**config.mk**
```make
export PLATFORM = sky130hd
export DESIGN_NAME = scp_host_flat
export DESIGN_NICKNAME = d
export VERILOG_FILES = /design/src/rtl/scp_pkg.sv /design/src/rtl/scp_if.sv /design/src/rtl/scp_host.sv /design/src/flat_wrapper.sv
export SDC_FILE = /design/constraint.sdc
export NUM_CORES = 1
export LEC_CHECK = 0
export ABC_AREA = 1
export BUFFER_PORTS_ARGS = -buffer_cell sky130_fd_sc_hd__buf_2
export CAP_MARGIN = 20
export CORE_ASPECT_RATIO = 0.6
export CORE_UTILIZATION = 30
export DETAILED_ROUTE_END_ITERATION = 16
export GPL_TIMING_DRIVEN = 1
export PLACE_DENSITY = 0.58
export SLEW_MARGIN = 5
export SYNTH_ARGS = -nofsm -noshare
export SYNTH_HDL_FRONTEND = slang
export SYNTH_SLANG_ARGS = --single-unit
```
**constraint.sdc**
```tcl
create_clock -name clk -period 1.6 [get_ports clk]
set_clock_uncertainty 0.1 [all_clocks]
set_input_delay 0.32 -clock clk [delete_from_list [all_inputs] [get_ports clk]]
set_output_delay 0.32 -clock clk [all_outputs]
set_load 0.02 [all_outputs]
```
**src/rtl/scp_pkg.sv**
```systemverilog
package scp_pkg;

  // word layout on the serial link
  localparam int WORD_BITS   = 24;
  localparam int CTRL_BITS   = 2;
  localparam int CTRL_LSB    = 0;
  localparam int NUM_LATCHES = 4;
  localparam int RB_BITS     = 16;

  // values after reset or power-down
  localparam logic [WORD_BITS-1:0]   WORD_RST  = 24'h000000;
  localparam logic [RB_BITS-1:0]     RB_RST    = 16'h0000;
  localparam logic [NUM_LATCHES-1:0] LATCH_RST = 4'h0;

  // system clock
  localparam int CLK_PERIOD_NS = 25;

  // least pin timings, rounded up to whole system clock cycles
  localparam int SCLK_HIGH_MIN_NS   = 25;
  localparam int SCLK_HIGH_MIN_CYC  = (SCLK_HIGH_MIN_NS + CLK_PERIOD_NS - 1) / CLK_PERIOD_NS;
  localparam int SCLK_LOW_MIN_NS    = 25;
  localparam int SCLK_LOW_MIN_CYC   = (SCLK_LOW_MIN_NS + CLK_PERIOD_NS - 1) / CLK_PERIOD_NS;
  localparam int STROBE_MIN_NS      = 20;
  localparam int STROBE_MIN_CYC     = (STROBE_MIN_NS + CLK_PERIOD_NS - 1) / CLK_PERIOD_NS;

  // host pacing; each covers the least timing above and the device synchronisers
  localparam int SCLK_HALF_CYC   = 3;
  localparam int STROBE_HOLD_CYC = 4;
  localparam int GAP_CYC         = 4;
  localparam int RB_LEAD_EDGES   = 2;
  localparam int TMR_W           = 4;

  // host sequencer states
  typedef enum logic [4:0] {
    SCP_IDLE   = 5'b00001,
    SCP_LOW    = 5'b00010,
    SCP_HIGH   = 5'b00100,
    SCP_STROBE = 5'b01000,
    SCP_GAP    = 5'b10000
  } scp_host_state_type;

endpackage

```
**src/rtl/scp_if.sv**
```systemverilog
`timescale 1ns/100ps
interface scp_if;

  // power and framing from the host
  logic chip_en;
  logic word_load_strobe;
  // serial clock and data
  logic sclk;
  logic serial_word_in;
  logic serial_readback_out;

  // documented device end
  modport dev (
    input  chip_en,
    input  word_load_strobe,
    input  sclk,
    input  serial_word_in,
    output serial_readback_out
  );

  // microcontroller end
  modport host (
    output chip_en,
    output word_load_strobe,
    output sclk,
    output serial_word_in,
    input  serial_readback_out
  );

endinterface

```
**src/rtl/scp_host.sv**
```systemverilog
`timescale 1ns/100ps
module scp_host #(
  parameter int RB_W = scp_pkg::RB_BITS
) (
  // system clock and reset
  input  wire logic                          clk,
  input  wire logic                          nrst,
  // serial link; this end makes the serial clock
  scp_if.host                                link,
  // power control
  input  wire logic                          ce_on,
  // command request
  input  wire logic                          cmd_valid,
  input  wire logic                          cmd_read,
  input  wire logic [scp_pkg::WORD_BITS-1:0] cmd_word,
  output logic                               cmd_ready,
  // readback answer
  output logic      [RB_W-1:0]               rd_data,
  output logic                               rd_valid,
  // all four latches written since chip enable rose
  output logic                               cfg_complete
);
  import scp_pkg::*;

  localparam int CW = $clog2(RB_W + RB_LEAD_EDGES + WORD_BITS + 1);
  localparam logic [CW-1:0] WR_EDGES = CW'(WORD_BITS);
  localparam logic [CW-1:0] RB_EDGES = CW'(RB_W + RB_LEAD_EDGES);
  localparam logic [CW-1:0] RB_FIRST = CW'(RB_LEAD_EDGES + 1);

  scp_host_state_type    state_reg;
  logic [TMR_W-1:0]      tmr_reg;
  logic [CW-1:0]         cnt_reg;
  logic [WORD_BITS-1:0]  word_reg;
  logic                  rd_mode_reg;
  logic                  rb_phase_reg;
  logic                  ce_reg;
  logic                  sclk_reg;
  logic                  serial_word_in_reg;
  logic                  stb_reg;
  logic                  ready_reg;
  logic                  rb_s1_reg;
  logic                  rb_s2_reg;
  logic [RB_W-1:0]       rd_shift_reg;
  logic [RB_W-1:0]       rd_data_reg;
  logic                  rd_valid_reg;
  logic [NUM_LATCHES-1:0] written_reg;
  logic                  cfg_reg;
  logic                  tmr_done;
  logic [CW-1:0]         edges;

  assign tmr_done = (tmr_reg == '0);
  assign edges    = rb_phase_reg ? RB_EDGES : WR_EDGES;

  // readback pin passes two flip-flops before use
  always_ff @(posedge clk or negedge nrst) begin
    if (!nrst) begin
      rb_s1_reg <= 1'b0;
      rb_s2_reg <= 1'b0;
    end else begin
      rb_s1_reg <= link.serial_readback_out;
      rb_s2_reg <= rb_s1_reg;
    end
  end

  // chip enable follows the user level
  always_ff @(posedge clk or negedge nrst) begin
    if (!nrst) begin
      ce_reg <= 1'b0;
    end else begin
      ce_reg <= ce_on;
    end
  end

  // sequencer; serial clock is divided down from clk by the half timer
  always_ff @(posedge clk or negedge nrst) begin
    if (!nrst) begin
      state_reg    <= SCP_IDLE;
      tmr_reg      <= '0;
      cnt_reg      <= '0;
      word_reg     <= WORD_RST;
      rd_mode_reg  <= 1'b0;
      rb_phase_reg <= 1'b0;
      sclk_reg     <= 1'b0;
      serial_word_in_reg    <= 1'b0;
      stb_reg      <= 1'b0;
      rd_shift_reg <= RB_RST;
    end else if (!ce_reg) begin
      // a powered-down device forgets everything, so abort the frame
      state_reg    <= SCP_IDLE;
      sclk_reg     <= 1'b0;
      serial_word_in_reg    <= 1'b0;
      stb_reg      <= 1'b0;
      rb_phase_reg <= 1'b0;
    end else begin
      unique case (state_reg)
        SCP_IDLE: begin
          if (cmd_valid && ready_reg) begin
            word_reg    <= cmd_word;
            rd_mode_reg <= cmd_read;
            cnt_reg     <= '0;
            serial_word_in_reg   <= cmd_word[WORD_BITS-1];
            tmr_reg     <= TMR_W'(SCLK_HALF_CYC - 1);
            state_reg   <= SCP_LOW;
          end
        end
        SCP_LOW: begin
          if (tmr_done) begin
            if (rb_phase_reg && cnt_reg >= RB_FIRST) begin
              rd_shift_reg <= {rd_shift_reg[RB_W-2:0], rb_s2_reg};
            end
            if (cnt_reg == edges && rb_phase_reg) begin
              stb_reg      <= 1'b0;
              rb_phase_reg <= 1'b0;
              tmr_reg      <= TMR_W'(GAP_CYC - 1);
              state_reg    <= SCP_GAP;
            end else if (cnt_reg == edges) begin
              stb_reg   <= 1'b1;
              tmr_reg   <= TMR_W'(STROBE_HOLD_CYC - 1);
              state_reg <= SCP_STROBE;
            end else begin
              sclk_reg  <= 1'b1;
              cnt_reg   <= cnt_reg + 1'b1;
              tmr_reg   <= TMR_W'(SCLK_HALF_CYC - 1);
              state_reg <= SCP_HIGH;
            end
          end else begin
            tmr_reg <= tmr_reg - 1'b1;
          end
        end
        SCP_HIGH: begin
          if (tmr_done) begin
            sclk_reg  <= 1'b0;
            // next bit, msb first; zero while clocking readback
            serial_word_in_reg <= (!rb_phase_reg && cnt_reg < WR_EDGES) ?
                         word_reg[WORD_BITS - 1 - int'(cnt_reg)] : 1'b0;
            tmr_reg   <= TMR_W'(SCLK_HALF_CYC - 1);
            state_reg <= SCP_LOW;
          end else begin
            tmr_reg <= tmr_reg - 1'b1;
          end
        end
        SCP_STROBE: begin
          if (!tmr_done) begin
            tmr_reg <= tmr_reg - 1'b1;
          end else if (rd_mode_reg) begin
            // strobe stays high while the readback bits are clocked
            rb_phase_reg <= 1'b1;
            cnt_reg      <= '0;
            tmr_reg      <= TMR_W'(SCLK_HALF_CYC - 1);
            state_reg    <= SCP_LOW;
          end else begin
            stb_reg   <= 1'b0;
            tmr_reg   <= TMR_W'(GAP_CYC - 1);
            state_reg <= SCP_GAP;
          end
        end
        SCP_GAP: begin
          if (tmr_done) begin
            state_reg <= SCP_IDLE;
          end else begin
            tmr_reg <= tmr_reg - 1'b1;
          end
        end
      endcase
    end
  end

  // ready and readback answer
  always_ff @(posedge clk or negedge nrst) begin
    if (!nrst) begin
      ready_reg    <= 1'b0;
      rd_data_reg  <= RB_RST;
      rd_valid_reg <= 1'b0;
    end else begin
      ready_reg    <= ce_reg && state_reg == SCP_IDLE && !(cmd_valid && ready_reg);
      rd_valid_reg <= 1'b0;
      if (ce_reg && state_reg == SCP_LOW && tmr_done && rb_phase_reg && cnt_reg == edges) begin
        // the last bit is taken at this very edge, so fold it in here
        rd_data_reg  <= {rd_shift_reg[RB_W-2:0], rb_s2_reg};
        rd_valid_reg <= 1'b1;
      end
    end
  end

  // configuration is only trusted once every latch is rewritten
  always_ff @(posedge clk or negedge nrst) begin
    if (!nrst) begin
      written_reg <= LATCH_RST;
      cfg_reg     <= 1'b0;
    end else if (!ce_reg) begin
      written_reg <= LATCH_RST;
      cfg_reg     <= 1'b0;
    end else begin
      if (state_reg == SCP_LOW && tmr_done && !rb_phase_reg && cnt_reg == WR_EDGES) begin
        written_reg[word_reg[CTRL_LSB +: CTRL_BITS]] <= 1'b1;
      end
      cfg_reg <= &written_reg;
    end
  end

  assign link.chip_en          = ce_reg;
  assign link.sclk             = sclk_reg;
  assign link.serial_word_in   = serial_word_in_reg;
  assign link.word_load_strobe = stb_reg;
  assign cmd_ready             = ready_reg;
  assign rd_data               = rd_data_reg;
  assign rd_valid              = rd_valid_reg;
  assign cfg_complete          = cfg_reg;

endmodule

```
**src/flat_wrapper.sv**
```systemverilog
// flat-port wrapper written by rule: the top's interface ports become plain ports
module scp_host_flat import scp_pkg::*;
#(
  parameter int RB_W = scp_pkg::RB_BITS
)
  (clk, nrst, ce_on, cmd_valid, cmd_read, cmd_word, cmd_ready, rd_data, rd_valid, cfg_complete, link_chip_en, link_word_load_strobe, link_sclk, link_serial_word_in, link_serial_readback_out);
  scp_if link_i ();
  input  wire logic clk;
  input  wire logic nrst;
  input  wire logic ce_on;
  input  wire logic cmd_valid;
  input  wire logic cmd_read;
  input  wire logic [scp_pkg::WORD_BITS-1:0] cmd_word;
  output logic cmd_ready;
  output logic      [RB_W-1:0] rd_data;
  output logic rd_valid;
  output logic cfg_complete;
  output wire logic [$bits(link_i.chip_en)-1:0] link_chip_en;
  output wire logic [$bits(link_i.word_load_strobe)-1:0] link_word_load_strobe;
  output wire logic [$bits(link_i.sclk)-1:0] link_sclk;
  output wire logic [$bits(link_i.serial_word_in)-1:0] link_serial_word_in;
  input wire logic [$bits(link_i.serial_readback_out)-1:0] link_serial_readback_out;
  assign link_chip_en = link_i.chip_en;
  assign link_word_load_strobe = link_i.word_load_strobe;
  assign link_sclk = link_i.sclk;
  assign link_serial_word_in = link_i.serial_word_in;
  assign link_i.serial_readback_out = link_serial_readback_out;
  scp_host #(.RB_W(RB_W)) u_core (.clk(clk), .nrst(nrst), .link(link_i), .ce_on(ce_on), .cmd_valid(cmd_valid), .cmd_read(cmd_read), .cmd_word(cmd_word), .cmd_ready(cmd_ready), .rd_data(rd_data), .rd_valid(rd_valid), .cfg_complete(cfg_complete));
endmodule
```
-- After elaboration in Yosys (flattened, before gate mapping)
Index checks and enable logic that the tools add are counted.
- $add $sub $neg: 3
- $lt $le $gt $ge: 5
- equality and inequality tests: 29
- mux-type cells: 60
- bitwise operators: 1
- reduce and logical (&&, ||, !) cells: 28
- operator list (cell ; count):
    $mux W4 ; 10
    $mux W5 ; 8
    $mux W6 ; 6
    $ne A3 B3 Y1 const B ; 12
    $lt A32 B7 Y1 const B ; 1
    $mux W1 ; 27
    $pmux W5 S5 ; 1
    $pmux W4 S5 ; 1
    $reduce_and A5 Y1 ; 4
    $pmux W6 S3 ; 1
    $logic_and A1 B1 Y1 ; 14
    $reduce_and A3 Y1 ; 3
    $ne A2 B1 Y1 const B ; 4
    $ne A2 B2 Y1 const B ; 4
    $pmux W1 S2 ; 4
    $reduce_and A4 Y1 ; 2
    $reduce_and A8 Y1 ; 1
    $sub A5 B6 Y7 const A ; 1
    $add A6 B1 Y6 const B ; 1
    $eq A6 B5 Y1 const B ; 1
    $eq A6 B6 Y1 ; 1
    $ge A6 B2 Y1 const B ; 1
    $lt A6 B5 Y1 const B ; 1
    $bmux W1 S5 ; 1
    other kinds (15) ; 16
- bits in registers: 85
- input bits: 30
- output and inout port bits: 23
- logic and storage cells: 144

-- Longest topological paths before layout
- depth after elaboration: 8
- gate-level depth with buffers: 14

-- Least setup slack after synthesis
Ideal clock, no wire load.
- kind: flip-flop to flip-flop
- start: register u_core.tmr_reg[0]
- end: register u_core.rd_shift_reg[14]
- data arrival time: 1.451 ns
- slack: -0.077 ns
- cell stages (with the launch flop): 12
- cell sequence: dfrtp_1 inv_1 ha_1 nand3_1 buf_4 inv_2 nand2_1 a31oi_1 nand3_1 buf_2 nand2_1 o21ai_0
- cells in the longest elaborated chain, start to end: 2
- RTL lines (element ; RTL line ; source):
    start: declaration ; scp_host.sv:31 ; logic [TMR_W-1:0] tmr_reg;
    start signal: assignment ; scp_host.sv:102 ; tmr_reg <= TMR_W'(SCLK_HALF_CYC - 1);
    start signal: assignment ; scp_host.sv:114 ; tmr_reg <= TMR_W'(GAP_CYC - 1);
    start signal: assignment ; scp_host.sv:118 ; tmr_reg <= TMR_W'(STROBE_HOLD_CYC - 1);
    $logic_not A4 Y1 ; scp_host.sv:51 ; assign tmr_done = (tmr_reg == '0);
    $reduce_and A4 Y1 (no line) ; -- ;
    end signal: assignment ; scp_host.sv:109 ; rd_shift_reg <= {rd_shift_reg[RB_W-2:0], rb_s2_reg};
    end: declaration ; scp_host.sv:43 ; logic [RB_W-1:0] rd_shift_reg;
Every way passes these cells.
A chain may end at the register's enable or synchronous reset.

-- Worst setup path in the final report
- start: register u_core.tmr_reg[1]
- end: register u_core.cnt_reg[1]
- cells in the longest elaborated chain, start to end: 3
- RTL lines (element ; RTL line ; source):
    $logic_not A4 Y1 (*) ; scp_host.sv:51 ;
    $ne A2 B1 Y1 (no line) ; -- ;
    $reduce_and A8 Y1 (no line) (*) ; -- ;
    end signal: assignment ; scp_host.sv:122 ; cnt_reg <= cnt_reg + 1'b1;
    end: declaration ; scp_host.sv:32 ; logic [CW-1:0] cnt_reg;
Mark *: on every way between the ends. The rest lies on a longest branch, timed or not.

==> key figures <==
STA
  – Slew @ Worst Pin: 0.387 ns
  – Period utilization: 114%
  – Hold_ws: 0.101 ns
  – Final worst-path setup slack: -0.223 ns
  – Setup TNS: -9.89 ns
  – Slew Limit Fails: 0
  – Setup violators final: 77
  – Slew margin rel.: 74.2%
  – RSZ-0062 raised after global routing: true
  – Max Fclk: 548 MHz
  – Fin crit period: 1.82 ns
  – Hold Vio Cnt, Final: 0

Clock network
  – CTS tree: done
  – Clock-pin slew on the worst setup and hold paths: 0.07 ns
  – Root buf cell: clkbuf_16
  – Clock sinks: 85
  – Total CTS buffers: 9
  – Clk Latency, worst-skew pair: 0.34 ns
  – Longest Clk Path Bufs: 2
  – H-tree depth: 3

Worst setup path
  – Worst reg2reg setup slack: -0.22 ns
  – Critical Path RT: 1.76 ns
  – Worst reg2reg path depth: 10
  – Crit path kind: reg2reg
  – Critical Path AT: 1.98 ns
  – Most used cell, CP: o21ai_1
  – Worst path cell trace: inv_2 -> ha_4 -> nand3_4 -> buf_6 -> o21ai_1 -> o21ai_2 -> nor2_4 -> buf_12 -> nand3_1 -> o21ai_1
  – Worst Setup End Kind: register
  – Worst setup SP type: register
  – Critical R2R Capture: u_core.cnt_reg[1]
  – Slowest CP cell: dfrtp_1
  – Buffers and inverters on the worst path: 3
  – Reg2reg start: u_core.tmr_reg[1]
  – Worst path top cell family by delay: buffers and inverters
  – Crit Path Max Fanout: 6
  – Critical Path Max Stage Delay: 0.42 ns

Global routing
  – Largest net degree at the start of global routing: 45
  – Vias in the first global route: 3314
  – First-pass GRT wire length: 16.6 mm
  – GR Util All Layers: 15.5%
  – Grt ovf: 0
  – Initial antenna violation count: 0

Drt
  – Via count: 3475
  – Routed Antenna Nets: 0
  – # DRC: 0
  – Routed WL: 10.3 mm
  – 1st-pass router iterations: 4
  – Via density: 4.58
  – Starting DRT DRC Count: 154
  – Wire per inst: 13.5 microns

Yosys
  – Post-synthesis sequential element count: 85
  – Syn nets: 489
  – Yosys cell types: 33
  – Synthesized area: 4000 sq um
  – Seq/Total Area, Yosys: 53.3%
  – Mapped Cells: 455
  – Avg Inst Size Synth: 8.78 sq um
  – Synth warnings: 0

Power
  – Total power draw: 8690 uW
  – Max rail drop VDD: 0.613 mV
  – Leakage power: 0.00284 uW
  – Power Dens Cells: 1480 nW/um^2

Floorplan
  – Core ar.: 12900 sq um
  – Die W: 151 microns
  – Site Rows: 32
  – DIE AREA: 13800 sq um
  – Die Span Y: 91.4 microns
  – Top Ports: 53
  – Starting Density: 30.9%

Placed design
  – Buffers on Ports: 52
  – Final weighted congestion in routability-driven placement: 0.898
  – Placed insts: 718
  – Dpl hpwl: 7.01 mm

Cells and area
  – Seq. cell area: 2130 sq um
  – Layout Utilization: 45.4%
  – Antenna Diode Count: 0
  – NumNets Final: 617
  – # fillers: 1231
  – Multi-input gate area: 1920 sq um
  – Layout cell share with drive strength beyond 1: 45.2%
  – Most common cell after layout, fill and taps aside: dfrtp_1
  – Max FFs per register: 24
  – Area Growth Syn to Fin: 46.8%
  – Commonest cells after routing, fill and taps aside: 82 x dfrtp_1, 69 x nand2_1, 58 x buf_4
  – Fin cells: 758

Min path
  – Hold Startpoint: cmd_word[16]
  – Hold Crit Endpoint: u_core.word_reg[16]
  – Hold Path Stages: 2
  – HP Class: in2reg

Flow run
  – Max Cap Violations: 0

Outcome
  – Outcome: complete, but fails checks
  – Failing checks: negative setup slack
stage by stage:
step | instance area, sq um | setup slack, ns
floorplan | 4040 | -0.0150
global placement | 4870 | -0.209
detailed placement | 4870 | -0.269
CTS | 5640 | -0.163
global route | 5870 | -0.325
finish | 5870 | -0.223
area by class of cell:
cell class | count | share of cell area (%)
multi-input combinational | 289 | 32.7
clock buffer | 9 | 3.84
inverter | 62 | 4.35
timing repair buffer | 136 | 18.1
clock inverter | 7 | 1.13
sequential | 85 | 36.3
tap | 170 | 3.62
cell usage after synthesis:
| master | number | area share (%) |
|---|---|---|
| a21oi_1 | 21 | 2.6 |
| a22oi_1 | 1 | 0.19 |
| a31oi_1 | 2 | 0.31 |
| buf_1 | 1 | 0.094 |
| buf_2 | 10 | 1.3 |
| buf_4 | 3 | 0.56 |
| buf_6 | 5 | 1.4 |
| dfrtp_1 | 84 | 53 |
| dfstp_2 | 1 | 0.66 |
| ha_1 | 4 | 1.3 |
| inv_1 | 53 | 5.0 |
| inv_2 | 9 | 0.85 |
| mux2_1 | 1 | 0.28 |
| mux2_2 | 9 | 2.5 |
| mux2_4 | 3 | 1.1 |
| nand2_1 | 99 | 9.3 |
| nand2_2 | 1 | 0.16 |
| nand3_1 | 38 | 4.8 |
| nand3_2 | 2 | 0.50 |
| nand4_1 | 5 | 0.78 |
| nand4_2 | 1 | 0.31 |
| nand4_4 | 1 | 0.53 |
| nor2_1 | 30 | 2.8 |
| nor2_2 | 4 | 0.63 |
| nor3_1 | 4 | 0.50 |
| nor4_1 | 1 | 0.16 |
| nor4_2 | 1 | 0.31 |
| o211ai_1 | 4 | 0.75 |
| o21ai_0 | 17 | 2.1 |
| o21ai_1 | 32 | 4.0 |
| o21ai_2 | 1 | 0.22 |
| o22ai_1 | 2 | 0.31 |
| xor2_1 | 5 | 1.1 |
how the worst max path moves through the flow:
stage,cells past startpoint,startpoint,endpoint
after global placement,6,u_core.state_reg[2],u_core.word_reg[16]
after floorplan,10,u_core.tmr_reg[0],u_core.rd_shift_reg[10]
after global routing,10,u_core.tmr_reg[1],u_core.cnt_reg[1]
after CTS,8,u_core.state_reg[0],u_core.cnt_reg[1]
after detailed placement,10,u_core.tmr_reg[1],u_core.rd_shift_reg[10]
final,10,u_core.tmr_reg[1],u_core.cnt_reg[1]
worst register-to-register path, cell delays in order (launching register included):
cell	delay [ns]
dfrtp_1	0.42
inv_2	0.10
ha_4	0.13
nand3_4	0.12
buf_6	0.16
o21ai_1	0.15
o21ai_2	0.09
nor2_4	0.19
buf_12	0.16
nand3_1	0.06
o21ai_1	0.08
where the power goes:
| group | switching [uW] | internal (uW) | leakage [uW] | total [uW] |
|---|---|---|---|---|
| combinational | 2000 | 1720 | 0.00160 | 3730 |
| sequential | 315 | 2630 | 0.00110 | 2950 |
| clock | 927 | 1090 | 0.000138 | 2020 |
| total | 3240 | 5450 | 0.00284 | 8690 |
routing by layer:
layer	vias to the layer above	share of wire (%)	track usage (%)
met5	-	0	0
met4	0	0.81	3.50
met3	7	4.7	4.07
met2	74	40	20.7
met1	1653	54	24.3
li1	1741	-	-
what timing repair did:
action / CTS / global route
setup endpoints to repair: 78 / 79
gates resized for setup: 81 / 66
hold endpoints to repair: 24 / 0
hold buffers: 3 / 0
pin swaps: 15 / 13
buffers inserted: 15 / 7
cloned: 2 / 1
logic make-up (layout without fill, tap and decap cells):
| logic type | after synthesis | in the layout | synth area share, % |
|---|---|---|---|
| AO/OA/AOI/OAI | 80 | 80 | 10.6 |
| XOR/XNOR | 5 | 5 | 1.10 |
| adder cells (fa/ha/maj) | 4 | 4 | 1.25 |
| buffers and inverters | 81 | 214 | 9.14 |
| flip-flops | 85 | 85 | 53.3 |
| multiplexers | 13 | 13 | 3.94 |
| AND/OR/NAND/NOR | 187 | 187 | 20.8 |
No activity file was read; power rests on OpenSTA's default activity.
